`src/verilog/fpr_pkg.sv`:
```
// Package with timing constants and states for the flash reset host
package fpr_pkg;
    localparam int unsigned CLK_PERIOD_NS            = 100;
    localparam int unsigned CORE_SUPPLY_SETUP_US     = 300;
    localparam int unsigned IO_SUPPLY_SETUP_US       = 300;
    localparam int unsigned RESET_LOW_TO_SELECT_US   = 35;
    localparam int unsigned RESET_PULSE_WIDTH_NS     = 200;
    localparam int unsigned RESET_HIGH_TO_SELECT_NS  = 50;
    localparam int unsigned SELECT_HIGH_PULSE_NS     = 20;

    // Least times round up to whole cycles; pulse, high and gap times at least one
    localparam int unsigned SUPPLY_SETUP_US =
        (CORE_SUPPLY_SETUP_US > IO_SUPPLY_SETUP_US) ?
        CORE_SUPPLY_SETUP_US : IO_SUPPLY_SETUP_US;
    localparam int unsigned SUPPLY_SETUP_CYC =
        (SUPPLY_SETUP_US * 1000 + CLK_PERIOD_NS - 1) / CLK_PERIOD_NS;
    localparam int unsigned RESET_LOW_TO_SELECT_CYC =
        (RESET_LOW_TO_SELECT_US * 1000 + CLK_PERIOD_NS - 1) / CLK_PERIOD_NS;
    localparam int unsigned RP_RAW =
        (RESET_PULSE_WIDTH_NS + CLK_PERIOD_NS - 1) / CLK_PERIOD_NS;
    localparam int unsigned RESET_PULSE_CYC = (RP_RAW < 1) ? 1 : RP_RAW;
    localparam int unsigned RH_RAW =
        (RESET_HIGH_TO_SELECT_NS + CLK_PERIOD_NS - 1) / CLK_PERIOD_NS;
    localparam int unsigned RESET_HIGH_CYC = (RH_RAW < 1) ? 1 : RH_RAW;
    localparam int unsigned CEH_RAW =
        (SELECT_HIGH_PULSE_NS + CLK_PERIOD_NS - 1) / CLK_PERIOD_NS;
    localparam int unsigned SELECT_HIGH_CYC = (CEH_RAW < 1) ? 1 : CEH_RAW;

    localparam int CNT_W = 16;

    typedef enum logic [2:0] {
        ST_POWER_UP,
        ST_PULSE,
        ST_WAIT_LOW,
        ST_WAIT_HIGH,
        ST_READY,
        ST_ACCESS,
        ST_SELECT_GAP
    } fpr_state_t;
endpackage
```
`src/verilog/fpr_host.sv`:
```
// Host controller sequencing flash power-up, reset and chip select
//
// Contract
// - Select falls only after supply setup time
// - Reset pulse at least 200 ns, 35 us
// - Reset-to-select measured from setup end
// - Reset high 50 ns before select low
// - Reset low time alone covers 35 us
// - Select stays high 20 ns between accesses
`timescale 1ns/1ps
module fpr_host
#(
    parameter int unsigned SUPPLY_SETUP_CYC = fpr_pkg::SUPPLY_SETUP_CYC,
    parameter int unsigned RESET_LOW_CYC    =
        fpr_pkg::RESET_LOW_TO_SELECT_CYC
)
(
    input  wire logic I_CORE_CLK,
    input  wire logic I_ARST_N,
    input  wire logic I_RESET_REQ,
    input  wire logic I_ACCESS_REQ,
    input  wire logic I_ACCESS_DONE,
    input  wire logic I_READY_BUSY_N,
    output logic      O_RESET_N,
    output logic      O_SELECT_N,
    output logic      O_ACCESS_GRANT,
    output logic      O_DEVICE_READY,
    output logic      O_DEVICE_BUSY
);
    fpr_pkg::fpr_state_t        state;
    fpr_pkg::fpr_state_t        next_state;
    logic [fpr_pkg::CNT_W-1:0]  cnt;
    logic [fpr_pkg::CNT_W-1:0]  next_cnt;
    logic [fpr_pkg::CNT_W-1:0]  low_cnt;
    logic [fpr_pkg::CNT_W-1:0]  next_low_cnt;
    logic                       reset_n;
    logic                       next_reset_n;
    logic                       select_n;
    logic                       next_select_n;
    logic [2:0]                 rb_sync;
    logic [2:0]                 next_rb_sync;
    logic                       rb_stable;
    logic                       next_rb_stable;

    // Counter limits in clock cycles
    localparam logic [fpr_pkg::CNT_W-1:0] SETUP_END =
        fpr_pkg::CNT_W'(SUPPLY_SETUP_CYC - 1);
    localparam logic [fpr_pkg::CNT_W-1:0] LOW_END =
        fpr_pkg::CNT_W'(RESET_LOW_CYC);
    localparam logic [fpr_pkg::CNT_W-1:0] PULSE_END =
        fpr_pkg::CNT_W'(fpr_pkg::RESET_PULSE_CYC);
    localparam logic [fpr_pkg::CNT_W-1:0] HIGH_END =
        fpr_pkg::CNT_W'(fpr_pkg::RESET_HIGH_CYC - 1);
    localparam logic [fpr_pkg::CNT_W-1:0] GAP_END =
        fpr_pkg::CNT_W'(fpr_pkg::SELECT_HIGH_CYC - 1);
    localparam logic [fpr_pkg::CNT_W-1:0] CNT_ONE =
        fpr_pkg::CNT_W'(1);
    localparam logic [fpr_pkg::CNT_W-1:0] CNT_MAX = '1;

    // Ready/busy pin synchroniser, change taken when stages 2 and 3 agree
    always_comb
    begin
        next_rb_sync   = {rb_sync[1:0], I_READY_BUSY_N};
        next_rb_stable = rb_stable;
        if (rb_sync[1] == rb_sync[2])
        begin
            next_rb_stable = rb_sync[2];
        end
    end

    always_ff @(posedge I_CORE_CLK or negedge I_ARST_N)
    begin
        if (!I_ARST_N)
        begin
            rb_sync   <= 3'h0;
            rb_stable <= 1'h0;
        end
        else
        begin
            rb_sync   <= next_rb_sync;
            rb_stable <= next_rb_stable;
        end
    end

    // Pin sequencer: power-up hold, reset pulse, release, select
    always_comb
    begin
        next_state    = state;
        next_cnt      = cnt + CNT_ONE;
        next_low_cnt  = low_cnt;
        next_reset_n  = reset_n;
        next_select_n = 1'h1;
        unique case (state)
            fpr_pkg::ST_POWER_UP:
            begin
                // Reset held low through supply setup; select kept high
                next_reset_n = 1'h0;
                if (cnt >= SETUP_END)
                begin
                    // Low time counted again from setup end
                    next_state   = fpr_pkg::ST_WAIT_LOW;
                    next_low_cnt = '0;
                    next_cnt     = '0;
                end
            end
            fpr_pkg::ST_PULSE:
            begin
                next_reset_n = 1'h0;
                next_low_cnt = low_cnt + CNT_ONE;
                if (cnt >= PULSE_END - CNT_ONE)
                begin
                    next_state = fpr_pkg::ST_WAIT_LOW;
                end
            end
            fpr_pkg::ST_WAIT_LOW:
            begin
                // Saturate so a long held request never wraps the count
                if (low_cnt != CNT_MAX)
                begin
                    next_low_cnt = low_cnt + CNT_ONE;
                end
                next_reset_n = 1'h0;
                if (low_cnt >= LOW_END - CNT_ONE && !I_RESET_REQ)
                begin
                    // Low time alone covers the low-to-select; high time follows
                    next_state   = fpr_pkg::ST_WAIT_HIGH;
                    next_reset_n = 1'h1;
                    next_cnt     = '0;
                end
            end
            fpr_pkg::ST_WAIT_HIGH:
            begin
                if (cnt >= HIGH_END && rb_stable)
                begin
                    next_state = fpr_pkg::ST_READY;
                end
            end
            fpr_pkg::ST_READY:
            begin
                if (I_RESET_REQ)
                begin
                    // Any later reset; device picks warm or cold itself
                    next_state   = fpr_pkg::ST_PULSE;
                    next_reset_n = 1'h0;
                    next_cnt     = '0;
                    next_low_cnt = '0;
                end
                else if (I_ACCESS_REQ)
                begin
                    next_state    = fpr_pkg::ST_ACCESS;
                    next_select_n = 1'h0;
                end
            end
            fpr_pkg::ST_ACCESS:
            begin
                // Select held low until done or a reset request
                next_select_n = 1'h0;
                if (I_ACCESS_DONE || I_RESET_REQ)
                begin
                    next_state    = fpr_pkg::ST_SELECT_GAP;
                    next_select_n = 1'h1;
                    next_cnt      = '0;
                end
            end
            fpr_pkg::ST_SELECT_GAP:
            begin
                if (cnt >= GAP_END)
                begin
                    next_state = fpr_pkg::ST_READY;
                end
            end
            default:
            begin
                // Unused code: restart the power-up hold
                next_state    = fpr_pkg::ST_POWER_UP;
                next_reset_n  = 1'h0;
                next_cnt      = '0;
                next_low_cnt  = '0;
            end
        endcase
    end

    always_ff @(posedge I_CORE_CLK or negedge I_ARST_N)
    begin
        if (!I_ARST_N)
        begin
            state    <= fpr_pkg::ST_POWER_UP;
            cnt      <= '0;
            low_cnt  <= '0;
            reset_n  <= 1'h0;
            select_n <= 1'h1;
        end
        else
        begin
            state    <= next_state;
            cnt      <= next_cnt;
            low_cnt  <= next_low_cnt;
            reset_n  <= next_reset_n;
            select_n <= next_select_n;
        end
    end

    // Registered pin drives and decoded handshake outputs
    assign O_RESET_N      = reset_n;
    assign O_SELECT_N     = select_n;
    assign O_ACCESS_GRANT = (state == fpr_pkg::ST_ACCESS);
    assign O_DEVICE_READY = (state == fpr_pkg::ST_READY);
    assign O_DEVICE_BUSY  = !rb_stable;
endmodule

```
`config.mk`:
```
export PLATFORM = sky130hd
export DESIGN_NAME = fpr_host
export DESIGN_NICKNAME = d
export VERILOG_FILES = /design/src/verilog/fpr_pkg.sv /design/src/verilog/fpr_host.sv
export SDC_FILE = /design/constraint.sdc
export NUM_CORES = 1
export LEC_CHECK = 0
export BUFFER_PORTS_ARGS = -buffer_cell sky130_fd_sc_hd__buf_2
export CELL_PAD_IN_SITES_DETAIL_PLACEMENT = 0
export CELL_PAD_IN_SITES_GLOBAL_PLACEMENT = 2
export CORE_MARGIN = 5
export CORE_UTILIZATION = 40
export CTS_BUF_LIST = sky130_fd_sc_hd__clkbuf_4 sky130_fd_sc_hd__clkbuf_8
export CTS_CLUSTER_DIAMETER = 60
export CTS_CLUSTER_SIZE = 40
export DETAILED_ROUTE_END_ITERATION = 8
export PLACE_DENSITY = 0.79
export SKIP_LAST_GASP = 1
export SLEW_MARGIN = 20
export SYNTH_ARGS = -nofsm -noshare
export SYNTH_HDL_FRONTEND = slang
export SYNTH_SLANG_ARGS = --single-unit
```
`constraint.sdc`:
```
create_clock -name I_CORE_CLK -period 2.4 [get_ports I_CORE_CLK]
set_input_delay 0.12 -clock I_CORE_CLK [delete_from_list [all_inputs] [get_ports I_CORE_CLK]]
set_output_delay 0.12 -clock I_CORE_CLK [all_outputs]
set_load 0.1 [all_outputs]
```
-- Word-level counts from Yosys, hierarchy flattened
Index checks and enable logic that the tools add are counted.
- bits of input ports: 6
- flip-flop bits (word level): 41
- logic and storage cells: 67
- output and inout port bits: 5
- equality and inequality tests: 17
- mux-type cells: 25
- reduce and logical (&&, ||, !) cells: 11
- $lt $le $gt $ge: 4
- add/subtract/negate cells: 2
- bitwise operators: 1
- operator list (operator ; count):
    case mux 16 bit (5 select lines) ; 2
    2-to-1 mux 16 bit ; 7
    adder 16 x 1 -> 16 bit (second input constant) ; 2
    greater-or-equal comparator 16 x 1 -> 1 bit (second input constant) ; 2
    2-to-1 mux 3 bit ; 8
    case mux 3 bit (7 select lines) ; 1
    greater-or-equal comparator 16 x 12 -> 1 bit (second input constant) ; 1
    greater-or-equal comparator 16 x 9 -> 1 bit (second input constant) ; 1
    != test 16 bit (second input constant) ; 1
    != test 2 bit (second input constant) ; 7
    == test 3 bit (second input constant) ; 3
    AND reduction 7 bit ; 1
    == test 3 x 2 -> 1 bit (second input constant) ; 2
    OR reduction 3 bit ; 2
    2-to-1 mux 1 bit ; 5
    AND reduction 4 bit ; 1
    == test 3 x 1 -> 1 bit (second input constant) ; 1
    logical NOT 3 bit ; 1
    != test 3 bit (second input constant) ; 1
    case mux 1 bit (3 select lines) ; 1
    logical AND 1 bit ; 2
    logical NOT 1 bit ; 2
    != test 2 x 1 -> 1 bit (second input constant) ; 1
    case mux 1 bit (2 select lines) ; 1
    other kinds (4) ; 4

-- Longest topological paths before layout
Gate-level depths: netlist of the first run.
- depth after elaboration: 4
- mapped depth: 8
- mapped depth without buffers: 7

-- Worst setup path before layout of the first run
No wires, ideal clock.
- kind: flip-flop to output port
- from: register state[1]
- to: output O_ACCESS_GRANT
- required time: 2.280 ns
- arrival time: 2.073 ns
- path slack: 0.207 ns
- cell stages (with the launch flop): 5
- path buffers: 2
- cell sequence: dfrtp_1 buf_4 buf_2 nand2b_1 nor2_1
- word-level cells in the longest chain between the ends: 1
- RTL lines (element ; line ; text):
    start: declaration ; fpr_host.sv:30 ; fpr_pkg::fpr_state_t state;
    start signal: assignment ; fpr_host.sv:187 ; state <= fpr_pkg::ST_POWER_UP;
    start signal: assignment ; fpr_host.sv:195 ; state <= next_state;
    == test 3 bit ; fpr_host.sv:206 ; assign O_ACCESS_GRANT = (state == fpr_pkg::ST_ACCESS);
    end: declaration ; fpr_host.sv:26 ; output logic O_ACCESS_GRANT,
No other way between the ends.

-- Worst setup path after layout of the first run
- from: register low_cnt[0] (netlist name)
- to: register low_cnt[9] (netlist name)
- word-level cells in the longest chain between the ends: 3
- elaborated cells on any way between the ends: 6
- those cells by class: add/sub: 1; eq/ne: 2; mux: 2; reduce/logical: 1
- RTL lines (element ; line ; text):
    start: declaration ; fpr_host.sv:34 ; logic [fpr_pkg::CNT_W-1:0] low_cnt;
    start signal: assignment ; fpr_host.sv:197 ; low_cnt <= next_low_cnt;
    adder 16 x 1 -> 16 bit or != test 16 bit (tied branches) ; fpr_host.sv:109, fpr_host.sv:120, fpr_host.sv:118 ;
    2-to-1 mux 16 bit or != test 2 bit (tied branches) ; n/a ;
    case mux 16 bit (5 select lines) or AND reduction 4 bit (tied branches) ; n/a ;
Several ways; a longest one is shown, not always the timed one. The select of a mux whose other input is x is not followed.
A chain may end at the register's enable or synchronous reset.

==> summary.txt, run 1 <==
Run status
  • Status: finished, final reports clean

Global routing
  • Overall Global Routing Usage: 0.154
  • Global-route wire length before repair: 9.27 mm
  • Total grt overflow: 0
  • Largest net degree at the start of global routing: 42
  • Antenna violations before repair: 0
  • Vias in the first global route: 1853

Synth
  • Count of cell types in the netlist: 57
  • Sequential share of the synthesized area: 0.427
  • Top cells by area, synth: dfrtp_1, nor2_1, nand2_1, xor2_1, ha_1
  • Synthesized area: 2400 um^2
  • Mean Syn Cell Area: 9.21 um^2
  • Synthesis-stage register bit count: 41
  • Mapped Nets: 273
  • Synth warn: 0
  • Synthesized instance count: 261
  • EDFF count, synth: 0
  • Top_reg_cell synth: dfrtp_1
  • Top-area cell type share of the netlist area: 0.416
  • Top cell type by total area after synthesis: dfrtp_1
  • FFs w/ async S/R, synth: 1.00

Floorplan
  • Top Ports: 11
  • Die Ht: 87.5 um
  • Die area: 7660 um^2
  • Starting density of the core: 0.409
  • CORE AREA: 5890 um^2
  • Row count: 28
  • Die width: 87.5 um

Critical path
  • Critical path's slowest cell: dfrtp_1
  • Critical Path AT: 2250 ps
  • Setup crit start kind: register
  • CP Capture Type: register
  • Worst Path Buf+Inv: 0
  • Top Family by Delay on Critical Path: compound AO/OA/AOI/OAI gates
  • WS Path Type: reg -> reg
  • CP peak stage delay: 440 ps
  • Crit-path cells: ha_1 -> and3_2 -> nand4_1 -> o21ai_4 -> o311a_2 -> a221o_1
  • Crit path required time: 2580 ps
  • Worst-path fanout max: 7

Route
  • Via/cell ratio: 5.43
  • # DRC: 0
  • Antenna-violating nets left: 0
  • Iter 0 DRT Violations: 75
  • DRT Wirelength: 5.37 mm
  • Vias: 1918
  • Wire length per cell: 15.2 um
  • Drt first pass iters: 4

Clocking
  • CTS root buf: clkbuf_8
  • H-tree levels: 2
  • Post-CTS setup buffer count: 0
  • CTS tree: done
  • PostCTS Resize Cnt: 0
  • CTS buffer count: 5
  • Clock Tree Buf Depth: 2
  • Clock transition at path regs: 80 ps
  • Sink Count: 41
  • Clock latency on the worst-skew pair: 300 ps

Pwr
  • Combinational share of power: 0.034
  • Peak VDD IR: 0.194 mV
  • Switching Power: 0.284 mW
  • Seq pwr share: 0.580
  • Pwr dens: 456 nW/um^2
  • Leakage: 1.16 nW
  • Switching Fraction: 0.237
  • Pint: 0.917 mW
  • Clock power frac: 0.386
  • Overall Power: 1.20 mW

Placed design
  • Dpl hpwl: 3.74 mm
  • Placed cell areas: 2530 um^2
  • DP Cell Count: 343
  • PortBufs: 10
  • Placer Congestion: 0.802

Timing
  • Setup violators final: 0
  • Final Hold Fails: 0
  • Max-Slew Margin vs Limit: 0.622
  • Fin Setup TNS: 0 ps
  • Final Cycle Share: 0.860
  • RSZ-0062 raised after global routing: no
  • Worst-Margin Slew: 567 ps
  • Slew Limit Fails: 0
  • Peak Freq: 0.484 GHz
  • Clock Skew: 7.92 ps
  • Tmin final: 2060 ps

Final layout
  • Multi-input gate area: 1260 um^2
  • Fill cells: 614
  • Final non-filler cell total: 353
  • Area delta synth->final: 9.68%
  • Final nets: 289
  • Antenna cells: 0
  • Register area: 1030 um^2
  • Fin area: 2640 um^2
  • Layout cell share with drive strength beyond 1: 0.144

Min path
  • HP Class: in -> reg

Job
  • Max-Cap Viols: 0
==> worst reg2reg max path: cells and delay by family (launching register included) <==
| family | cells | cell delay [ps] |
|---|---|---|
| AO/OA/AOI/OAI | 3 | 730 |
| AND/OR/NAND/NOR | 2 | 510 |
| flip-flops | 1 | 440 |
| adder cells (fa/ha/maj) | 1 | 270 |
==> cell usage after synthesis, drive strengths merged, types with 3 or more instances <==
| cell | number |
|---|---|
| a211o | 3 |
| a211oi | 3 |
| a21oi | 7 |
| and3 | 5 |
| buf | 9 |
| dfrtp | 40 |
| ha | 6 |
| inv | 11 |
| nand2 | 27 |
| nand2b | 4 |
| nand3 | 11 |
| nand4 | 6 |
| nor2 | 35 |
| nor2b | 3 |
| nor3 | 9 |
| nor4 | 6 |
| o211ai | 5 |
| o21ai | 16 |
| or4 | 3 |
| xnor2 | 7 |
| xor2 | 9 |
==> metrics by stage <==
| step | utilization | setup slack (ps) | hold WS, ps |
|---|---|---|---|
| 5_1_grt | 0.448 | 216 | 89.7 |
| 4_1_cts | 0.446 | 348 | 7.70 |
| 6_report | 0.448 | 336 | 69.5 |
| 3_5_place_dp | 0.430 | 363 | 233 |
| 2_1_floorplan | - | 207 | -176 |
| 3_3_place_gp | 0.430 | 329 | 228 |
==> routing by layer <==
metal / GRT usage / vias to the layer above / part of all wire
li1: - / 966 / -
met1: 0.228 / 910 / 0.53
met2: 0.227 / 36 / 0.43
met3: 0.0339 / 6 / 0.039
met4: 0.0432 / 0 / 0.0099
met5: 0 / - / 0
==> registers in the layout, summed over array words and instances (netlist names) <==
signal,flops
O_SELECT_N,1
cnt,16
rb_sync,3
state,3
rb_stable,1
low_cnt,16
O_RESET_N,1
==> repair_timing <==
| action | 4_1_cts | 5_1_grt |
|---|---|---|
| setup endpoints to repair | 0 | 0 |
| hold buffers | 1 | 1 |
| endpoints found under the hold margin | 1 | 40 |
==> cell type report <==
type / count / share of cell area
clock buffers: 6 / 0.0289
clock inverters: 2 / 0.00380
inverters: 11 / 0.0157
multi-input cells: 199 / 0.479
flip-flops and latches: 41 / 0.389
well taps: 75 / 0.0356
repair buffers: 19 / 0.0474
==> power by group through the flow <==
| stage | registers [mW] | clock network (mW) | logic, mW |
|---|---|---|---|
| final | 0.697 | 0.463 | 0.0409 |
| after global placement | 0.711 | 0 | 0.0397 |
| after global routing | 0.698 | 0.503 | 0.0470 |
| after floorplan | 0.710 | 0 | 0.0175 |
| after detailed placement | 0.711 | 0 | 0.0397 |
| after CTS | 0.698 | 0.475 | 0.0410 |
==> layout by cell type (no fill, tap or decap), types with 3 or more instances in the layout <==
cell type,count
a211o_1,3
clkbuf_8,5
inv_1,11
xnor2_1,7
nand2b_1,4
buf_2,9
nor3_1,7
o211ai_1,5
or4_1,3
and3_1,3
xor2_1,9
nand2_1,27
nand4_1,5
nor4_1,6
buf_4,8
o21ai_0,12
nor2_1,35
ha_1,6
dfrtp_1,40
a211oi_1,3
nor2b_1,3
nand3_1,11
a21oi_1,7
==> final timing paths <==
| path | startpoint | end | slack [ps] | depth (start not counted) |
|---|---|---|---|---|
| setup / recovery | low_cnt[0]$_DFFE_PN0P_ | low_cnt[9]$_DFFE_PN0P_ | 340 | 6 |
| hold / removal | I_ACCESS_REQ | O_SELECT_N$_DFF_PN1_ | 70 | 4 |
| setup reg to reg | low_cnt[0]$_DFFE_PN0P_ | low_cnt[9]$_DFFE_PN0P_ | 340 | 6 |
| hold reg to reg | rb_sync[0]$_DFF_PN0_ | rb_sync[1]$_DFF_PN0_ | 360 | 0 |
| max in group asynchronous | I_ARST_N | O_SELECT_N$_DFF_PN1_ | 1690 | 2 |
| min in group asynchronous | I_ARST_N | low_cnt[8]$_DFFE_PN0P_ | 350 | 2 |
==> kinds of logic after synthesis <==
logic type / share of synthesized area
mux: 0.0130
flops: 0.427
simple gates: 0.248
compound gates: 0.171
buf+inv: 0.0473
xor+xnor: 0.0583
fa+ha+maj: 0.0354
Power figures use the tool's default switching activity.
==> run 2, diff against run 1 <==
--- a/config.mk
+++ b/config.mk
@@ -6,4 +6,5 @@
 export NUM_CORES = 1
 export LEC_CHECK = 0
+export ABC_CLOCK_PERIOD_IN_PS = 2400
 export BUFFER_PORTS_ARGS = -buffer_cell sky130_fd_sc_hd__buf_2
 export CELL_PAD_IN_SITES_DETAIL_PLACEMENT = 0
==> constraint.sdc (replaced) <==
create_clock -name I_CORE_CLK -period 2.4 [get_ports I_CORE_CLK]
set_input_delay 0.36 -clock I_CORE_CLK [delete_from_list [all_inputs] [get_ports I_CORE_CLK]]
set_output_delay 0.36 -clock I_CORE_CLK [all_outputs]
set_load 0.1 [all_outputs]
==> run 2 against run 1 <==
- clock skew shrank 2.8 ps
- setup slack lost 6.3 ps
- clock-buffer cell count is the same
- clock power grew 28%
- sequential share of layout area shrank 0.42 points
- die area is the same
==> summary.txt, run 2 (synthesized netlist as in run 1, its figures left out) <==
Placed design
  • Dpl hpwl: 3.88 mm (+3.8%)
  • DP Cell Count: 344 (+0.29%)
  • Placer Congestion: 0.806 (+0.59%)
  • PortBufs: 10 (unchanged)

Route
  • WL met3: 217 um (+3.3%)
  • Wire length per cell: 15.3 um (+0.35%)
  • Drt first pass iters: 4 (unchanged)
  • Antenna-violating nets left: 0 (unchanged)
  • Metal1 wirelength: 2.77 mm (-2.1%)
  • Vias: 1925 (+0.36%)
  • DRT Wirelength: 5.39 mm (+0.35%)
  • Via/cell ratio: 5.45 (+0.36%)
  • WL met2: 2.35 mm (+2.9%)
  • Iter 0 DRT Violations: 72 (-4.0%)
  • Uppermost layer routed: met4
  • # DRC: 0 (unchanged)

Global routing
  • Antenna violations before repair: 0 (unchanged)
  • Vias in the first global route: 1902 (+2.6%)
  • Total grt overflow: 0 (unchanged)
  • Global-route wire length before repair: 9.42 mm (+1.6%)
  • Overall Global Routing Usage: 0.156 (+0.00190)
  • Largest net degree at the start of global routing: 30 (-29%)

Min path
  • Worst hold path cell count: 1 (-3)
  • HP Class: in -> reg
  • Hold_sp: I_READY_BUSY_N
  • Worst Hold End: rb_sync[0]$_DFF_PN0_

Critical path
  • R2R depth: 6 (unchanged)
  • R2R setup slack: 330 ps (about the same)
  • Reg2reg start: low_cnt[0]$_DFFE_PN0P_
  • CP Capture Type: register
  • Worst-path fanout max: 7 (unchanged)
  • Setup crit start kind: register
  • WS Path Type: reg -> reg
  • R2r endpoint: low_cnt[9]$_DFFE_PN0P_
  • Critical Path AT: 2250 ps (about the same)
  • Crit path required time: 2580 ps (about the same)

Final layout
  • Regs by FF count: cnt (16), low_cnt (16)
  • Final nets: 289 (unchanged)
  • Commonest non-fill, non-tap cell in the layout: dfrtp_1
  • Fin util: 0.453 (+0.00489)
  • Antenna cells: 0 (unchanged)
  • Area delta synth->final: 10.9%
  • Leading cell types in the layout, fill and taps excluded: dfrtp_1, nor2_1, nand2_1
  • Layout cell share with drive strength beyond 1: 0.147 (+0.00360)
  • Final non-filler cell total: 353 (unchanged)

Clocking
  • CTS buffer count: 5 (unchanged)
  • Sink Count: 41 (unchanged)
  • CTS root buf: clkbuf_8
  • Clock latency on the worst-skew pair: 290 ps (about the same)
  • CTS tree: done
  • PostCTS Resize Cnt: 0 (unchanged)
  • Clock transition at path regs: 80 ps (about the same)
  • Clock Tree Buf Depth: 2 (unchanged)
  • H-tree levels: 2 (unchanged)

Job
  • Max-Cap Viols: 0 (unchanged)

Timing
  • Peak Freq: 0.483 GHz (-0.31%)
  • Worst hold slack: 168 ps (+98.8 ps)
  • Clock Skew: 5.16 ps (-2.76 ps)
  • Max-Slew Margin vs Limit: 0.651 (+0.0290)
  • Setup violators final: 0 (unchanged)
  • Final Hold Fails: 0 (unchanged)
  • Final Cycle Share: 0.863 (+0.00263)
  • Slew Limit Fails: 0 (unchanged)
  • Tmin final: 2070 ps (+6.32 ps)
  • Fin Setup TNS: 0 ps (unchanged)
  • RSZ-0062 raised after global routing: no
  • Worst-Margin Slew: 523 ps (-43.5 ps)

Pwr
  • Leakage: 1.17 nW (+0.76%)
  • Overall Power: 1.33 mW (+11%)
  • Pwr dens: 499 nW/um^2 (+9.5%)
  • Peak VDD IR: 0.246 mV (+27%)

Floorplan
  • Die area: 7660 um^2 (unchanged)
  • Top Ports: 11 (unchanged)
  • CORE AREA: 5890 um^2 (unchanged)
  • Starting density of the core: 0.409 (unchanged)
  • Die width: 87.5 um (unchanged)
  • Row count: 28 (unchanged)
  • Die Ht: 87.5 um (unchanged)

Run status
  • Status: finished, final reports clean
run 2: changes by cell type in the layout (fill, tap and decap cells not counted), sizes merged:
cell,delta
clkinv,-2
clkinvlp,+1
bufinv,+1
dlygate4sd3,-1
buf,+1
run 2: final cells by class:
cell class	instances	area, um^2
fillers	580	3220
multi-input cells	199	1260
flip-flops and latches	41	1030
repair buffers	19	120
well taps	75	93.8
clock buffers	6	82.6
inverters	11	41.3
clock inverters	2	37.5
run 2: timing repair:
item,in CTS,in global routing
hold buffers,1,0
endpoints found under the hold margin,12,0
setup buffers,0,0
setup endpoints to repair,0,0
run 2: per-stage QoR:
| step | cell area [um^2] | setup slack, ps |
|---|---|---|
| 4_1_cts | 2670 | 333 |
| 2_1_floorplan | 2400 | -32.5 |
| 3_5_place_dp | 2540 | 347 |
| 5_1_grt | 2670 | 182 |
| 3_3_place_gp | 2540 | 320 |
| 6_report | 2670 | 330 |
run 2: layer usage:
layer,up-vias,GRT usage
met4,0,0.0460
met2,31,0.236
met1,925,0.225
met5,-,0
li1,964,-
met3,5,0.0329
run 2: how the worst max path moves through the flow:
stage | to | start | cells after the start | slack [ps]
4_1_cts | low_cnt[9]$_DFFE_PN0P_ | low_cnt[0]$_DFFE_PN0P_ | 6 | 330
6_report | low_cnt[9]$_DFFE_PN0P_ | low_cnt[0]$_DFFE_PN0P_ | 6 | 330
3_5_place_dp | low_cnt[9]$_DFFE_PN0P_ | low_cnt[0]$_DFFE_PN0P_ | 6 | 350
3_3_place_gp | low_cnt[3]$_DFFE_PN0P_ | low_cnt[0]$_DFFE_PN0P_ | 6 | 320
2_1_floorplan | O_ACCESS_GRANT | state[1]$_DFFE_PN0P_ | 4 | -30
5_1_grt | state[0]$_DFFE_PN0P_ | low_cnt[0]$_DFFE_PN0P_ | 7 | 180
run 2: report_power, final:
group          internal (mW)  leakage [nW]  total, mW  switching (mW)
Clock                  0.338        0.0574      0.592           0.254
Sequential             0.694         0.536      0.697         0.00264
Combinational        0.00872         0.579     0.0411          0.0324
run 2: worst max-delay path, cell delays in order (launching register included):
cell	delay, ps
dfrtp_1	440
ha_1	260
and3_2	240
nand4_1	290
o21ai_4	140
o311a_2	340
a221o_1	260
==> run 3, diff against run 2 <==
Settings changed: ABC_CLOCK_PERIOD_IN_PS 2400 to 2450, CORE_UTILIZATION 40 to 43, PLACE_DENSITY 0.79 to 0.84.
Clock period 2.4 ns to 2.45 ns, I/O delays scaled along.
==> run 3 against run 2 <==
- clock skew down 1.4 ps
- core utilization up 2.7 points
- routed wire length down 5.3%
- clock power down 19%
- power down 9.9%
- critical path depth down 2
- via count up 0.16%
==> summary.txt, run 3 (synthesized netlist as in run 1, its figures left out) <==
Run status
  • Status: finished, final reports clean

Critical path
  • R2R depth: 4 (-2)
  • Setup crit start kind: register
  • Setup crit start: state[0]$_DFFE_PN0P_
  • Worst Setup EP: low_cnt[9]$_DFFE_PN0P_
  • CP Capture Type: register
  • WS Path Type: reg -> reg
  • R2R setup slack: 380 ps (+50 ps)
  • Worst Path Buf+Inv: 0 (unchanged)
  • R2r endpoint: low_cnt[9]$_DFFE_PN0P_
  • Crit-path cells: or4_1 -> o21ai_4 -> nor3_2 -> a221o_1
  • Top Family by Delay on Critical Path: simple AND/OR/NAND/NOR gates
  • Critical path's slowest cell: or4_1
  • Reg2reg start: state[0]$_DFFE_PN0P_
  • CP peak stage delay: 770 ps (+330 ps)
  • CP Depth: 4 (-2)
  • Worst-path fanout max: 14 (+7)
  • Critical Path AT: 2240 ps (about the same)
  • Crit path required time: 2620 ps (+40 ps)

Global routing
  • Global-route wire length before repair: 9.03 mm (-4.2%)
  • Overall Global Routing Usage: 0.154 (-0.00232)
  • Total grt overflow: 0 (unchanged)
  • Largest net degree at the start of global routing: 42 (+40%)
  • Vias in the first global route: 1894 (-0.42%)
  • Antenna violations before repair: 0 (unchanged)

Route
  • Drt first pass iters: 5 (+1)
  • Iter 0 DRT Violations: 72 (unchanged)
  • Wire length per cell: 14.7 um (-3.9%)
  • Antenna-violating nets left: 0 (unchanged)
  • Vias: 1928 (+0.16%)
  • # DRC: 0 (unchanged)
  • Via/cell ratio: 5.54 (+1.6%)
  • DRT Wirelength: 5.11 mm (-5.3%)

Job
  • Max-Cap Viols: 0 (unchanged)

Clocking
  • CTS root buf: clkbuf_8
  • Clock latency on the worst-skew pair: 290 ps (about the same)
  • H-tree levels: 2 (unchanged)
  • Post-CTS setup buffer count: 0 (unchanged)
  • CTS tree: done
  • CTS hold repair buffers: 0 (-1)
  • Clock Tree Buf Depth: 2 (unchanged)
  • Clock transition at path regs: 80 ps (about the same)
  • Sink Count: 41 (unchanged)
  • CTS buffer count: 5 (unchanged)
  • PostCTS Resize Cnt: 0 (unchanged)

Floorplan
  • Top Ports: 11 (unchanged)
  • Starting density of the core: 0.439 (+0.0308)
  • Die area: 7190 um^2 (-6.2%)
  • Die Ht: 84.8 um (-3.1%)
  • Die width: 84.8 um (-3.1%)
  • CORE AREA: 5470 um^2 (-7.0%)
  • Row count: 27 (-3.6%)

Placed design
  • Placer Congestion: 0.802 (-0.51%)
  • Dpl hpwl: 3.65 mm (-5.9%)
  • PortBufs: 10 (unchanged)

Timing
  • Worst-Margin Slew: 897 ps (+374 ps)
  • Setup violators final: 0 (unchanged)
  • Max-Slew Margin vs Limit: 0.402 (-0.249)
  • Final Cycle Share: 0.843 (-0.0195)
  • RSZ-0062 raised after global routing: no
  • Slew Limit Fails: 0 (unchanged)
  • Final Hold Fails: 0 (unchanged)
  • Peak Freq: 0.484 GHz (+0.23%)
  • Fin Setup TNS: 0 ps (unchanged)
  • Clock Skew: 3.80 ps (-1.37 ps)
  • Tmin final: 2070 ps (-4.72 ps)

Final layout
  • Final nets: 287 (-0.69%)
  • Area delta synth->final: 9.21%
  • Leading cell types in the layout, fill and taps excluded: dfrtp_1, nor2_1, nand2_1
  • Regs by FF count: cnt (16), low_cnt (16)
  • Commonest non-fill, non-tap cell in the layout: dfrtp_1
  • Antenna cells: 0 (unchanged)
  • Layout cell share with drive strength beyond 1: 0.145 (-0.00255)
  • Fin util: 0.480 (+0.0269)

Pwr
  • Pwr dens: 457 nW/um^2 (-8.5%)
  • Leakage: 1.16 nW (-1.1%)
  • Peak VDD IR: 0.282 mV (+15%)

Min path
  • HP Class: in -> reg
[run 3: worst min path at each step]
| stage | start | to | slack [ps] | cells after the start |
|---|---|---|---|---|
| 2_1_floorplan | I_ARST_N | O_RESET_N$_DFFE_PN0P_ | 70 | 0 |
| 5_1_grt | I_READY_BUSY_N | rb_sync[0]$_DFF_PN0_ | 170 | 1 |
| 6_report | I_READY_BUSY_N | rb_sync[0]$_DFF_PN0_ | 180 | 1 |
| 4_1_cts | I_READY_BUSY_N | rb_sync[0]$_DFF_PN0_ | 170 | 1 |
| 3_3_place_gp | rb_sync[0]$_DFF_PN0_ | rb_sync[1]$_DFF_PN0_ | 350 | 0 |
| 3_5_place_dp | rb_sync[0]$_DFF_PN0_ | rb_sync[1]$_DFF_PN0_ | 340 | 0 |
[run 3: area by class of cell]
type	count	area (um^2)
well taps	72	90.1
fillers	547	2850
clock buffers	7	96.3
clock inverters	1	5.00
flip-flops and latches	41	1030
repair buffers	17	103
multi-input cells	199	1260
inverters	11	41.3
[run 3: worst register-to-register path, cell delays in order (launching register included)]
cell     delay [ps]
dfrtp_1         540
or4_1           780
o21ai_4         280
nor3_2           60
a221o_1         290
[run 3: metrics by stage]
| stage | hold WS, ps | area (um^2) | std cells | power [mW] | setup WS [ps] |
|---|---|---|---|---|---|
| CTS | 171 | 2630 | 348 | 1.22 | 365 |
| detailed placement | 337 | 2520 | 340 | 0.734 | 392 |
| floorplan | 71.9 | 2400 | 261 | 0.713 | 9.96 |
| finish | 181 | 2630 | 348 | 1.20 | 384 |
| global route | 171 | 2630 | 348 | 1.25 | 221 |
| global placement | 345 | 2520 | 340 | 0.734 | 388 |
[run 3: power breakdown]
| part | internal (mW) | leakage (nW) | switching (mW) | total (mW) |
|---|---|---|---|---|
| clock | 0.255 | 0.0542 | 0.225 | 0.480 |
| combinational | 0.00647 | 0.569 | 0.0301 | 0.0365 |
| sequential | 0.680 | 0.536 | 0.00211 | 0.682 |
| total | 0.941 | 1.16 | 0.258 | 1.20 |
[run 3: routing by layer]
layer,vias to the layer above,share of wire,global-route usage
li1,963,-,-
met1,935,0.46,0.203
met2,24,0.51,0.259
met3,6,0.022,0.0294
met4,0,0.0090,0.0388
met5,-,0,0
